<file path="config.mk">
export PLATFORM = sky130hd
export DESIGN_NAME = spcg_top
export DESIGN_NICKNAME = d
export VERILOG_FILES = /design/src/hdl/spcg_pkg.sv /design/src/hdl/spcg_top.sv
export SDC_FILE = /design/constraint.sdc
export NUM_CORES = 1
export LEC_CHECK = 0
export ABC_CLOCK_PERIOD_IN_PS = 2600
export BUFFER_PORTS_ARGS = -buffer_cell sky130_fd_sc_hd__buf_2
export CORE_ASPECT_RATIO = 1.4
export CORE_MARGIN = 8
export CORE_UTILIZATION = 40
export DETAILED_ROUTE_END_ITERATION = 12
export GPL_TIMING_DRIVEN = 0
export PLACE_DENSITY = 0.72
export SYNTH_ARGS = -nofsm -noshare
export SYNTH_HDL_FRONTEND = slang
export SYNTH_SLANG_ARGS = --single-unit
</file>
<file path="constraint.sdc">
create_clock -name ref_clk -period 2.6 [get_ports ref_clk]
set_clock_uncertainty 0.05 [all_clocks]
set_input_delay 0.39 -clock ref_clk [delete_from_list [all_inputs] [get_ports ref_clk]]
set_output_delay 0.39 -clock ref_clk [all_outputs]
set_load 0.02 [all_outputs]
</file>
<file path="src/hdl/spcg_pkg.sv">
// Package of offsets, reset values, mode codes and the state record for the port clock gating block
package spcg_pkg;

  ////////////////////////////////////////////////////////////////////////////////
  // Register map, byte addresses from the system control base
  localparam logic [11:0] RUN_CLOCK_CONFIG_OFS = 12'h060; // Holds the automatic gating select
  localparam logic [11:0] RUN_PORT_CLOCK_GATE_OFS = 12'h108; // Gating while running
  localparam logic [11:0] SLEEP_PORT_CLOCK_GATE_OFS = 12'h118; // Gating while asleep
  localparam logic [11:0] DEEP_SLEEP_PORT_CLOCK_GATE_OFS = 12'h128; // Gating in deep sleep
  localparam logic [11:0] INT_STATUS_OFS = 12'h130; // Sticky fault events, cleared by read
  localparam logic [11:0] INT_MASK_OFS = 12'h134; // Interrupt mask, same layout

  ////////////////////////////////////////////////////////////////////////////////
  // Field positions and reset values
  localparam int PORT_COUNT = 8; // Ports A to H
  localparam int ACG_BIT = 0; // Automatic gating select in the run clock config
  localparam logic [7:0] GATE_RESET = 8'h00; // Every port unclocked
  localparam logic [7:0] MASK_RESET = 8'h00; // Interrupts masked
  localparam logic [7:0] STATUS_RESET = 8'h00; // No events pending
  localparam logic ACG_RESET = 1'b0; // Automatic gating off
  localparam logic [31:0] READ_ZERO = 32'h00000000; // Reserved and unmapped reads

  ////////////////////////////////////////////////////////////////////////////////
  // Power mode that selects the gating register
  typedef enum logic [1:0] {
    MODE_RUN = 2'b00,
    MODE_SLEEP = 2'b01,
    MODE_DEEP = 2'b10
  } spcg_mode_e;

  // Whole state of the block, registered in one process
  typedef struct packed {
    logic [7:0] runGate; // Run mode enables
    logic [7:0] sleepGate; // Sleep mode enables
    logic [7:0] deepGate; // Deep sleep mode enables
    logic auto_clock_gating_select; // Automatic gating select
    logic [7:0] mask; // Interrupt mask
    logic [7:0] status; // Sticky fault events
    logic [7:0] accS1; // Access strobe, first sync stage
    logic [7:0] accS2; // Access strobe, second sync stage
    logic slpS1; // Sleep request, first sync stage
    logic slpS2; // Sleep request, second sync stage
    logic dslS1; // Deep sleep request, first sync stage
    logic dslS2; // Deep sleep request, second sync stage
    spcg_mode_e mode; // Current power mode
    logic [7:0] clkEn; // Applied port clock enables
    logic [7:0] fault; // Per port fault pulse
    logic busFault; // Any port fault pulse
    logic pready; // APB ready
    logic pslverr; // APB error
    logic [31:0] prdata; // APB read data
    logic irq; // Interrupt level
  } spcg_state_s;

endpackage

</file>
<file path="src/hdl/spcg_top.sv">
// Port clock gating block: run, sleep and deep sleep gating registers behind an APB slave
//
// Function
// - sleep gating register sits at 0x118
// - bit 7 port H down to bit 0 port A
// - set bit clocks its port
// - clear bit stops its port clock
// - access to unclocked port gives bus fault
// - all enables reset to zero
// - sleep register applies in sleep; others elsewhere
// - sleep registers used only with automatic gating
// - bits 31:8 read-only, read as zero
`timescale 1ns/1ps
module spcg_top (
  // Clock and reset
  input wire logic ref_clk,
  input wire logic rst,
  // APB slave, same clock as the block
  input wire logic psel,
  input wire logic penable,
  input wire logic pwrite,
  input wire logic [11:0] paddr,
  input wire logic [31:0] pwdata,
  output logic [31:0] prdata,
  output logic pready,
  output logic pslverr,
  // Power mode requests from the processor, asynchronous
  input wire logic sleepReq,
  input wire logic deepSleepReq,
  // Port side: access strobes in, enables and faults out
  input wire logic [spcg_pkg::PORT_COUNT-1:0] portAccess,
  output logic [spcg_pkg::PORT_COUNT-1:0] portClkEn,
  output logic [spcg_pkg::PORT_COUNT-1:0] portFault,
  output logic busFault,
  output logic irq
);
  import spcg_pkg::*;

  ////////////////////////////////////////////////////////////////////////////////
  // State and bus decode
  spcg_state_s st; // Registered state
  spcg_state_s next_st; // Next state
  logic apbAccess; // Access phase in progress
  logic apbDone; // Transfer completes at this edge
  logic [7:0] clearBits; // Status bits that a finishing read clears

  // Access phase: select and enable both high
  assign apbAccess = psel && penable;
  // A transfer completes at the edge where ready is already up
  assign apbDone = apbAccess && st.pready;

  ////////////////////////////////////////////////////////////////////////////////
  // Next state
  always_comb begin
    next_st = st;
    clearBits = 8'h00;
    // Pins come from outside the clock domain: two stages before use
    // Only the second stage of each pair feeds any logic
    next_st.accS1 = portAccess;
    next_st.accS2 = st.accS1;
    next_st.slpS1 = sleepReq;
    next_st.slpS2 = st.slpS1;
    next_st.dslS1 = deepSleepReq;
    next_st.dslS2 = st.dslS1;

    // The mode is registered, so enables trail a pin change by four edges
    // Mode follows the requests only when automatic gating is selected
    if (!st.auto_clock_gating_select) begin
      next_st.mode = MODE_RUN;
    end else if (st.dslS2) begin
      next_st.mode = MODE_DEEP; // Deep sleep wins over plain sleep
    end else if (st.slpS2) begin
      next_st.mode = MODE_SLEEP;
    end else begin
      next_st.mode = MODE_RUN;
    end

    // Pick the register that gates the ports in the current mode
    // Trade-off: one extra cycle of latency buys glitch-free enables
    unique case (st.mode)
      MODE_RUN: begin
        next_st.clkEn = st.runGate;
      end
      MODE_SLEEP: begin
        next_st.clkEn = st.sleepGate;
      end
      MODE_DEEP: begin
        next_st.clkEn = st.deepGate;
      end
      default: begin
        next_st.clkEn = st.runGate; // Unused code falls back to running
      end
    endcase

    // An access to a port whose clock is off is answered with a fault
    // Limitation: an access right at an enable change is judged by the old setting
    next_st.fault = st.accS2 & ~st.clkEn;
    next_st.busFault = |(st.accS2 & ~st.clkEn);

    // APB: one wait state; data is captured when ready is raised
    // Decode and data are registered together, so a read never sees a half-decoded word
    next_st.pready = 1'b0;
    next_st.pslverr = 1'b0;
    if (apbAccess && !st.pready) begin
      next_st.pready = 1'b1;
      next_st.prdata = READ_ZERO; // Upper bits stay zero
      unique case (paddr)
        RUN_CLOCK_CONFIG_OFS: begin
          next_st.prdata[ACG_BIT] = st.auto_clock_gating_select;
        end
        RUN_PORT_CLOCK_GATE_OFS: begin
          next_st.prdata[7:0] = st.runGate;
        end
        SLEEP_PORT_CLOCK_GATE_OFS: begin
          next_st.prdata[7:0] = st.sleepGate;
        end
        DEEP_SLEEP_PORT_CLOCK_GATE_OFS: begin
          next_st.prdata[7:0] = st.deepGate;
        end
        INT_STATUS_OFS: begin
          next_st.prdata[7:0] = st.status;
        end
        INT_MASK_OFS: begin
          next_st.prdata[7:0] = st.mask;
        end
        default: begin
          next_st.pslverr = 1'b1; // Unmapped address
        end
      endcase
    end else if (apbAccess && st.pready) begin
      next_st.prdata = st.prdata; // Hold until released
    end

    // Writes take effect at the completing edge; bits 31:8 are dropped
    // A transfer answered with an error never writes
    if (apbDone && pwrite && !st.pslverr) begin
      unique case (paddr)
        RUN_CLOCK_CONFIG_OFS: begin
          next_st.auto_clock_gating_select = pwdata[ACG_BIT];
        end
        RUN_PORT_CLOCK_GATE_OFS: begin
          next_st.runGate = pwdata[7:0];
        end
        SLEEP_PORT_CLOCK_GATE_OFS: begin
          next_st.sleepGate = pwdata[7:0];
        end
        DEEP_SLEEP_PORT_CLOCK_GATE_OFS: begin
          next_st.deepGate = pwdata[7:0];
        end
        INT_MASK_OFS: begin
          next_st.mask = pwdata[7:0];
        end
        default: begin
          next_st.auto_clock_gating_select = st.auto_clock_gating_select; // Status is read-only
        end
      endcase
    end

    // Read clears only the bits that were actually returned, so an event
    // arriving between capture and completion survives
    if (apbDone && !pwrite && !st.pslverr && paddr == INT_STATUS_OFS) begin
      clearBits = st.prdata[7:0];
    end
    next_st.status = (st.status & ~clearBits) | st.fault; // Set wins
    next_st.irq = |(next_st.status & next_st.mask);
  end

  ////////////////////////////////////////////////////////////////////////////////
  // State register; reset leaves every port unclocked
  // Fields are named again so the reset values stay tied to the package
  always_ff @(posedge ref_clk or posedge rst) begin
    if (rst) begin
      st <= '0;
      st.runGate <= GATE_RESET;
      st.sleepGate <= GATE_RESET;
      st.deepGate <= GATE_RESET;
      st.auto_clock_gating_select <= ACG_RESET;
      st.mask <= MASK_RESET;
      st.status <= STATUS_RESET;
      st.mode <= MODE_RUN;
    end else begin
      st <= next_st;
    end
  end

  ////////////////////////////////////////////////////////////////////////////////
  // Outputs, all straight from the state register
  // No output is combinational, so downstream timing starts at a flop
  assign prdata = st.prdata;
  assign pready = st.pready;
  assign pslverr = st.pslverr;
  assign portClkEn = st.clkEn;
  assign portFault = st.fault;
  assign busFault = st.busFault;
  assign irq = st.irq;
endmodule
</file>
-- Word-level counts from Yosys, hierarchy flattened
Cells that the tools add are included.
- eq/ne operators: 8
- multiplexer cells: 11
- bitwise logic cells: 6
- reduce and logical (&&, ||, !) cells: 18
- operator list (cell ; number):
    $eq 12x9->1 const B ; 5
    $pmux 7 s5 ; 1
    $and 8x8->8 ; 3
    $mux 8 ; 3
    $not 8->8 ; 2
    $pmux 8 s2 ; 1
    $reduce_or 8->1 ; 2
    $eq 12x7->1 const B ; 1
    $logic_and 1x1->1 ; 8
    $or 8x8->8 ; 1
    $reduce_and 2->1 ; 4
    $mux 2 ; 3
    $pmux 1 s6 ; 1
    $reduce_or 6->1 ; 1
    $logic_not 1->1 ; 3
    $eq 2x1->1 const B ; 1
    $eq 2x2->1 const B ; 1
    $mux 1 ; 2
- register bits: 91
- output and inout port bits: 52
- logic and storage cells: 63

-- Longest topological paths before layout
Gate-level depths: netlist of run 1.
- depth after elaboration: 11
- mapped depth: 7
- mapped depth without buffers: 6

-- Worst setup path before layout of run 1
Ideal clock, no wire load.
- path type: in2reg
- start: in paddr[7]
- end: reg st (netlist bit irq)
- library setup time: 0.135 ns
- arrival time: 2.350 ns
- data required time: 2.415 ns
- setup slack: 0.065 ns
- stages on the path: 6
- path through: or4_4 > or2_2 > nor3_2 > mux2_2 > a22oi_1 > nand4_1
- RTL lines (what ; RTL line ; source):
    start, declared ; spcg_top.sv:22 ; input wire logic [11:0] paddr,
    end signal, assigned ; spcg_top.sv:182 ; st <= next_st;
    end, declared ; spcg_top.sv:41 ; spcg_state_s st;

-- Worst setup path in the final report of run 1
- start: in paddr[7]
- end: reg st[96] (netlist name)
- longest elaborated chain between the ends: 2
- RTL lines (what ; RTL line ; source):
    $eq 12x9->1 ; spcg_top.sv:137 ; unique case (paddr)
    $reduce_and 2->1 (no line) ; n/a ;
No other way between the ends.
A chain may end at the register's enable or synchronous reset.

==> results of run 1 <==
==> area by class of cell <==
cell class,instances,area (um^2),area share
clock buffer,14,264.0,0.05385
timing repair buffer,70,395.4,0.08065
inverter,13,52.55,0.01072
clock inverter,2,10.01,0.002042
sequential,91,2277,0.4645
tap,135,168.9,0.03446
multi-input combinational,181,1340,0.2734
buffer,55,394.1,0.08040
==> cells in the mapped netlist <==
cell,instances,area [um^2]
sky130_fd_sc_hd__nor3_2,3,30.03
sky130_fd_sc_hd__o22a_1,1,8.760
sky130_fd_sc_hd__a22o_2,1,10.01
sky130_fd_sc_hd__a221oi_1,1,8.760
sky130_fd_sc_hd__nor2b_1,8,50.05
sky130_fd_sc_hd__nand2b_1,3,18.77
sky130_fd_sc_hd__and2_1,2,12.51
sky130_fd_sc_hd__nand4b_1,1,8.760
sky130_fd_sc_hd__nand3_1,1,5.000
sky130_fd_sc_hd__nor4b_1,2,17.52
sky130_fd_sc_hd__or4_4,1,11.26
sky130_fd_sc_hd__buf_6,1,11.26
sky130_fd_sc_hd__inv_1,13,48.80
sky130_fd_sc_hd__nor4_4,1,21.27
sky130_fd_sc_hd__nor3b_4,1,18.77
sky130_fd_sc_hd__clkbuf_1,6,22.52
sky130_fd_sc_hd__buf_4,48,360.4
sky130_fd_sc_hd__or4b_1,1,10.01
sky130_fd_sc_hd__a21o_1,7,52.55
sky130_fd_sc_hd__conb_1,1,3.750
sky130_fd_sc_hd__a31oi_1,8,50.05
sky130_fd_sc_hd__nand4_1,1,6.260
sky130_fd_sc_hd__or2_2,3,18.77
sky130_fd_sc_hd__o21ai_0,8,40.04
sky130_fd_sc_hd__o31ai_1,1,7.510
sky130_fd_sc_hd__and3b_1,1,8.760
sky130_fd_sc_hd__nand2_1,12,45.04
sky130_fd_sc_hd__nor3b_2,1,12.51
sky130_fd_sc_hd__ha_1,2,25.02
sky130_fd_sc_hd__nand2_4,1,11.26
sky130_fd_sc_hd__nor4b_4,1,23.77
sky130_fd_sc_hd__a22oi_1,20,150.1
sky130_fd_sc_hd__nor2_1,11,41.29
sky130_fd_sc_hd__a222oi_1,7,70.07
sky130_fd_sc_hd__or3_1,1,6.260
sky130_fd_sc_hd__a21oi_1,8,40.04
sky130_fd_sc_hd__mux2_2,33,371.6
sky130_fd_sc_hd__nor4_1,4,25.02
sky130_fd_sc_hd__dfrtp_1,91,2277
==> cell families (layout without fill, tap and decap cells) <==
family                   Yosys count  after routing
AO/OA/AOI/OAI                     62             62
flip-flops                        91             91
other                              1             24
buffers and inverters             68            154
AND/OR/NAND/NOR                   60             60
adder cells (fa/ha/maj)            2              2
multiplexers                      33             33
==> critical path: stages <==
cell	delay, ns
sky130_fd_sc_hd__buf_2	0.10
sky130_fd_sc_hd__or4_4	0.56
sky130_fd_sc_hd__or3_1	0.40
sky130_fd_sc_hd__buf_6	0.15
sky130_fd_sc_hd__nor3_2	0.69
sky130_fd_sc_hd__mux2_2	0.42
==> flip-flops by register name (all words and copies together), names as in the netlist <==
name       count
prdata         8
portClkEn      8
pslverr        1
busFault       1
pready         1
portFault      8
st            53
next_st       10
irq            1
==> how the worst max path moves through the flow <==
stage / start / endpoint / slack, ns / cells after the start
after floorplan: paddr[7] / irq / 0.06 / 6
final: paddr[7] / st[96] / 0.06 / 6
after CTS: paddr[7] / prdata[1] / 0.01 / 8
after global routing: pslverr / st[94] / -0.02 / 5
after detailed placement: paddr[7] / irq / -0.83 / 7
after global placement: paddr[7] / irq / -0.78 / 7
==> per-layer routing <==
layer,global-route usage,part of all wire
met5,0,0
met3,0.04439,0.075
met2,0.2547,0.51
met4,0.09705,0.037
met1,0.1563,0.37
==> report_power, final <==
| part | leakage [nW] | switching [mW] | internal [mW] |
|---|---|---|---|
| Clock | 0.137 | 0.513 | 0.698 |
| Combinational | 1.20 | 0.123 | 0.0802 |
| Sequential | 1.16 | 0.0128 | 1.44 |
==> stage by stage <==
step                      power (mW)  setup TNS, ns  hold WS, ns  worst slack [ns]  cells
final                          2.870              0      0.01372           0.05793    561
after global routing           2.970       -0.07986      0.03974          -0.01691    561
after CTS                      2.892              0      0.02016           0.01410    560
after detailed placement       1.684         -12.25       0.2870           -0.8324    539
after global placement         1.672         -10.17       0.2820           -0.7770    537
after floorplan                1.610              0       0.2812           0.06475    340
==> repair_timing <==
item	in CTS	in global routing
gates resized for setup	2	0
setup endpoints to repair	9	8
endpoints found under the hold margin	0	0
buffers inserted	5	1
pin swaps	1	1
==> metrics.txt, run 1 <==
# TYPE chip_impl_metric gauge
chip_impl_info{name="outcome",value="completed"} 1
chip_impl_metric{name="synth-compound-area-share",unit=""} 0.1105
chip_impl_metric{name="final_layout_size_suffix_gt1_frac",unit=""} 0.4202
chip_impl_metric{name="design.die.area",unit="um^2"} 13390
chip_impl_metric{name="cts_hold_repair.buffers",unit=""} 0
chip_impl_metric{name="maxSlewViolCount",unit=""} 0
chip_impl_metric{name="routedWlPerCell",unit="um"} 17.12
chip_impl_metric{name="layout_worst_path_cycle_share",unit=""} 0.9777
chip_impl_metric{name="ir_drop",unit="mV"} 0.3666
chip_impl_metric{name="post_synthesis_instance_total",unit=""} 317
chip_impl_metric{name="drtIter0Drc",unit=""} 183
chip_impl_metric{name="core_region",unit="um^2"} 9792
chip_impl_metric{name="detail-route-antenna-nets",unit=""} 0
chip_impl_metric{name="final-setup-viol-count",unit=""} 0
chip_impl_metric{name="combined_area_of_all_synthesized_cells",unit="um^2"} 3961
chip_impl_metric{name="grt_overflow",unit=""} 0
chip_impl_metric{name="num_vias",unit=""} 2764
chip_impl_metric{name="dp.final_hpwl",unit="um"} 6838
chip_impl_metric{name="clock_sink_count",unit=""} 91
chip_impl_metric{name="gp_congestion",unit=""} 0.8017
chip_impl_metric{name="antenna_cells",unit=""} 0
chip_impl_metric{name="stdcell_area",unit="um^2"} 4902
chip_impl_info{name="min-delay-path-class",value="primary input to asynchronous set/reset pin"} 1
chip_impl_metric{name="yosys_warnings",unit=""} 0
chip_impl_info{name="layout.cells.most_common",value="sky130_fd_sc_hd__dfrtp_1"} 1
chip_impl_metric{name="setup.reg_to_reg.worst_slack",unit="ns"} 0.11
chip_impl_metric{name="total_leakage_power",unit="nW"} 2.493
chip_impl_metric{name="critPathRequiredTime",unit="ns"} 2.78
chip_impl_metric{name="yosys_register_bits",unit=""} 91
chip_impl_metric{name="finalCoreUtilization",unit=""} 0.5006
chip_impl_metric{name="synth_area_in_adders",unit=""} 0.006317
chip_impl_metric{name="report.final.hold_viol_count",unit=""} 0
chip_impl_metric{name="die_h",unit="um"} 133.7
chip_impl_metric{name="period_needed",unit="ns"} 2.542
chip_impl_metric{name="longest_clk_path_bufs",unit=""} 2
chip_impl_info{name="timing.setup.critical_path_class",value="primary input to register"} 1
chip_impl_metric{name="postRouteWirelength",unit="um"} 9603
chip_impl_metric{name="seq_area_frac_synth",unit=""} 0.5749
chip_impl_metric{name="num_io_pins",unit=""} 111
chip_impl_metric{name="critPathMaxFanout",unit=""} 8
chip_impl_info{name="cts_tree",value="built"} 1
chip_impl_metric{name="place.port_buffers",unit=""} 62
chip_impl_info{name="regToRegStartpoint",value="pslverr"} 1
chip_impl_metric{name="worst_setup_hold_path_clk_slew",unit="ns"} 0.06
chip_impl_metric{name="post_synth_num_cell_types",unit=""} 39
chip_impl_info{name="cts_root_buffer",value="sky130_fd_sc_hd__clkbuf_16"} 1
chip_impl_metric{name="p_per_area",unit="nW/um^2"} 585.4
chip_impl_metric{name="start_util",unit=""} 0.4045
chip_impl_metric{name="globalRouteTotalUtil",unit=""} 0.1499
chip_impl_metric{name="placement.cell_area",unit="um^2"} 4571
chip_impl_info{name="r2r-end",value="irq"} 1
chip_impl_metric{name="std_cell_rows",unit=""} 43
chip_impl_metric{name="max-slew-margin-rel",unit=""} 0.4221
chip_impl_metric{name="synth_mux_area_frac",unit=""} 0.09381
chip_impl_metric{name="cts_inserted_buffers",unit=""} 9
chip_impl_info{name="rsz0062_at_grt",value="yes"} 1
chip_impl_metric{name="detail_route.first_pass.iterations",unit=""} 4
chip_impl_metric{name="die_w",unit="um"} 100.1
chip_impl_metric{name="max_clock_freq",unit="MHz"} 393.4
chip_impl_metric{name="vias_per_cell",unit=""} 4.927
chip_impl_metric{name="fillerInstances",unit=""} 915
chip_impl_metric{name="grt_start_max_net_pins",unit=""} 43
chip_impl_metric{name="synth-simple-area-share",unit=""} 0.1017
chip_impl_metric{name="cp.arrival",unit="ns"} 2.72
chip_impl_metric{name="worst_slew_pin_slew",unit="ns"} 0.8622
chip_impl_info{name="setup.worst_path.start_class",value="primary input"} 1
chip_impl_metric{name="first_global_vias",unit=""} 2992
chip_impl_metric{name="antenna_found_initial",unit=""} 0
chip_impl_metric{name="synthXorXnorAreaFrac",unit=""} 0
chip_impl_metric{name="area_delta_synth_final",unit="%"} 23.75
chip_impl_metric{name="rr_worst_depth",unit=""} 8
chip_impl_info{name="synth_top_family_by_area",value="buffers and inverters"} 1
chip_impl_metric{name="first_pass_grt_wire_length",unit="um"} 15230
chip_impl_metric{name="cts-htree-levels",unit=""} 3
chip_impl_metric{name="maxCapViolCount",unit=""} 0
chip_impl_metric{name="synthesis.area_per_instance",unit="um^2"} 12.50
chip_impl_info{name="critPathCaptureType",value="register"} 1
chip_impl_metric{name="detail_route.drc_violations",unit=""} 0
chip_impl_info{name="mostFrequentLayoutCells",value="sky130_fd_sc_hd__dfrtp_1 (91), sky130_fd_sc_hd__buf_2 (62), sky130_fd_sc_hd__buf_4 (54)"} 1
chip_impl_metric{name="finish.net_count",unit=""} 482
chip_impl_metric{name="clock_insertion_delay_worst_skew",unit="ns"} 0.34
(Power assumes the default switching activity.)
==> inputs of run 2 (changes only) <==
Settings changed: REMOVE_ABC_BUFFERS set to 1.
==> run 2 against run 1 <==
  * Die area did not move
  * Non-clock buffer count fell by 58
  * Critical path depth rose by 1
  * Largest cell class unchanged
  * Power rose by 0.49%
  * Sequential power barely moved
  * Core utilization fell by 3.8 points
  * Hold slack improved by 0.058 ns
  * First-iteration DRC count fell by 7.7%
  * Via count fell by 8.2%
  * Final cell count fell by 10%
  * Global-route usage fell by 0.78 points
==> metrics.txt, run 2 (same netlist as run 1, synthesis figures left out) <==
# TYPE chip_impl_metric gauge
chip_impl_metric{name="die_w",unit="um"} 100.1
chip_impl_metric{name="detail_route.drc_violations",unit=""} 0
chip_impl_metric{name="routedWlPerCell",unit="um"} 18.43
chip_impl_metric{name="worst_slew_pin_slew",unit="ns"} 0.7710
chip_impl_metric{name="maxCapViolCount",unit=""} 0
chip_impl_metric{name="antenna_found_initial",unit=""} 0
chip_impl_metric{name="p_per_area",unit="nW/um^2"} 636.8
chip_impl_metric{name="largest_reg_flops",unit=""} 53
chip_impl_metric{name="area_delta_synth_final",unit="%"} 14.31
chip_impl_metric{name="detail_route.first_pass.iterations",unit=""} 9
chip_impl_info{name="registers.top_by_ff_count",value="st"} 1
chip_impl_metric{name="die_h",unit="um"} 133.7
chip_impl_metric{name="finalCoreUtilization",unit=""} 0.4624
chip_impl_metric{name="cp.arrival",unit="ns"} 2.69
chip_impl_metric{name="final_critical_path_setup_slack",unit="ns"} 0.05927
chip_impl_metric{name="register_area",unit="um^2"} 2277
chip_impl_info{name="mostFrequentLayoutCells",value="sky130_fd_sc_hd__dfrtp_1 (91), sky130_fd_sc_hd__buf_2 (62), sky130_fd_sc_hd__mux2_2 (33)"} 1
chip_impl_info{name="cts_root_buffer",value="sky130_fd_sc_hd__clkbuf_16"} 1
chip_impl_metric{name="fin_worst_hold_slack",unit="ns"} 0.07210
chip_impl_metric{name="start_util",unit=""} 0.4045
chip_impl_metric{name="clock_sink_count",unit=""} 91
chip_impl_metric{name="std_cell_rows",unit=""} 43
chip_impl_metric{name="design.die.area",unit="um^2"} 13390
chip_impl_metric{name="longest_clk_path_bufs",unit=""} 2
chip_impl_metric{name="cts_hold_repair.buffers",unit=""} 0
chip_impl_info{name="layout.cells.most_common",value="sky130_fd_sc_hd__dfrtp_1"} 1
chip_impl_metric{name="cts_inserted_buffers",unit=""} 9
chip_impl_metric{name="grt_overflow",unit=""} 0
chip_impl_metric{name="first_global_vias",unit=""} 2672
chip_impl_metric{name="dp.final_hpwl",unit="um"} 6481
chip_impl_metric{name="finish.net_count",unit=""} 424
chip_impl_metric{name="num_io_pins",unit=""} 111
chip_impl_metric{name="max_clock_freq",unit="MHz"} 393.6
chip_impl_metric{name="period_needed",unit="ns"} 2.541
chip_impl_metric{name="placedCellCount",unit=""} 483
chip_impl_metric{name="total_leakage_power",unit="nW"} 2.226
chip_impl_metric{name="num_vias",unit=""} 2538
chip_impl_metric{name="place.port_buffers",unit=""} 62
chip_impl_metric{name="fin_total_pwr",unit="mW"} 2.884
chip_impl_info{name="setup.worst_path.start_class",value="primary input"} 1
chip_impl_info{name="min-delay-path-class",value="primary input to asynchronous set/reset pin"} 1
chip_impl_metric{name="maxSlewViolCount",unit=""} 0
chip_impl_metric{name="final-instance-count-excl-fill",unit=""} 503
chip_impl_metric{name="postRouteWirelength",unit="um"} 9269
chip_impl_info{name="cts_tree",value="built"} 1
chip_impl_metric{name="max_stage_delay",unit="ns"} 0.57
chip_impl_metric{name="critPathRequiredTime",unit="ns"} 2.74
chip_impl_metric{name="final-setup-viol-count",unit=""} 0
chip_impl_info{name="r2r-end",value="irq"} 1
chip_impl_metric{name="final_layout_size_suffix_gt1_frac",unit=""} 0.3560
chip_impl_metric{name="grt_start_max_net_pins",unit=""} 47
chip_impl_metric{name="max-slew-margin-rel",unit=""} 0.4821
chip_impl_metric{name="layout_worst_path_cycle_share",unit=""} 0.9772
chip_impl_metric{name="vias_per_cell",unit=""} 5.046
chip_impl_info{name="rsz0062_at_grt",value="yes"} 1
chip_impl_metric{name="fin_tns_setup",unit="ns"} 0
chip_impl_metric{name="clock_insertion_delay_worst_skew",unit="ns"} 0.34
chip_impl_metric{name="worst_setup_hold_path_clk_slew",unit="ns"} 0.06
chip_impl_metric{name="placement.cell_area",unit="um^2"} 4155
chip_impl_metric{name="stdcell_area",unit="um^2"} 4528
chip_impl_metric{name="ir_drop",unit="mV"} 0.3523
chip_impl_metric{name="rr_worst_depth",unit=""} 6
chip_impl_info{name="outcome",value="completed"} 1
chip_impl_metric{name="detail-route-antenna-nets",unit=""} 0
chip_impl_metric{name="report.final.hold_viol_count",unit=""} 0
chip_impl_info{name="path_delay_family",value="simple AND/OR/NAND/NOR gates"} 1
chip_impl_metric{name="drtIter0Drc",unit=""} 169
chip_impl_info{name="regToRegStartpoint",value="pslverr"} 1
chip_impl_metric{name="cts-htree-levels",unit=""} 3
chip_impl_metric{name="first_pass_grt_wire_length",unit="um"} 14300
chip_impl_info{name="critPathCaptureType",value="register"} 1
chip_impl_info{name="critical_path.slowest_cell",value="sky130_fd_sc_hd__or4_4"} 1
chip_impl_metric{name="place_worst_setup_slack",unit="ns"} -0.7978
chip_impl_metric{name="globalRouteTotalUtil",unit=""} 0.1420
chip_impl_info{name="timing.critical_path.cells",value="buf_2, or4_4, or2_2, nor3_4, mux2_2, a22oi_1, nand4_1"} 1
chip_impl_metric{name="setup.reg_to_reg.worst_slack",unit="ns"} 0.18
chip_impl_metric{name="antenna_cells",unit=""} 0
chip_impl_metric{name="critPathMaxFanout",unit=""} 8
chip_impl_metric{name="core_region",unit="um^2"} 9792
chip_impl_metric{name="critical_path.n_buffers_inverters",unit=""} 1
chip_impl_metric{name="fillerInstances",unit=""} 898
chip_impl_metric{name="gp_congestion",unit=""} 0.8392
chip_impl_metric{name="multi_input_area",unit="um^2"} 1363
chip_impl_info{name="timing.setup.critical_path_class",value="primary input to register"} 1
## run 2: worst max path at each step
stage | start | end | slack [ns] | cells after the start
6_report | paddr[7] | irq | 0.06 | 7
5_1_grt | paddr[7] | irq | -0.02 | 7
4_1_cts | paddr[7] | st[97] | 0.04 | 5
3_5_place_dp | paddr[7] | irq | -0.80 | 7
3_3_place_gp | rst | portClkEn[7] | -1.05 | 2
2_1_floorplan | rst | busFault | -0.20 | 1
## run 2: cell type report
type                    instances  share of cell area
clock buffers                  10             0.05057
clock inverters                 6             0.01464
inverters                      13             0.01133
multi-input cells             181              0.3009
flip-flops and latches         91              0.5029
well taps                     135             0.03730
repair buffers                 67             0.08234
## run 2: what timing repair did
action                                  in CTS  in global routing
buffers inserted                             1                  3
pin swaps                                    1                  2
endpoints found under the setup margin       9                 20
resized for setup                            2                  5
## run 2: where the power goes
group,switching [mW],internal (mW)
clock,0.524,0.744
combinational,0.118,0.0427
sequential,0.0131,1.44
total,0.655,2.23
## run 2: layer usage
| layer | GRT usage | vias up | wire [um] | part of all wire |
|---|---|---|---|---|
| met5 | 0 | - | 0 | 0 |
| met1 | 0.1484 | 1259 | 3375 | 0.36 |
| li1 | - | 1155 | - | - |
| met4 | 0.08017 | 0 | 309 | 0.033 |
| met3 | 0.04386 | 19 | 670 | 0.072 |
| met2 | 0.2451 | 105 | 4913 | 0.53 |
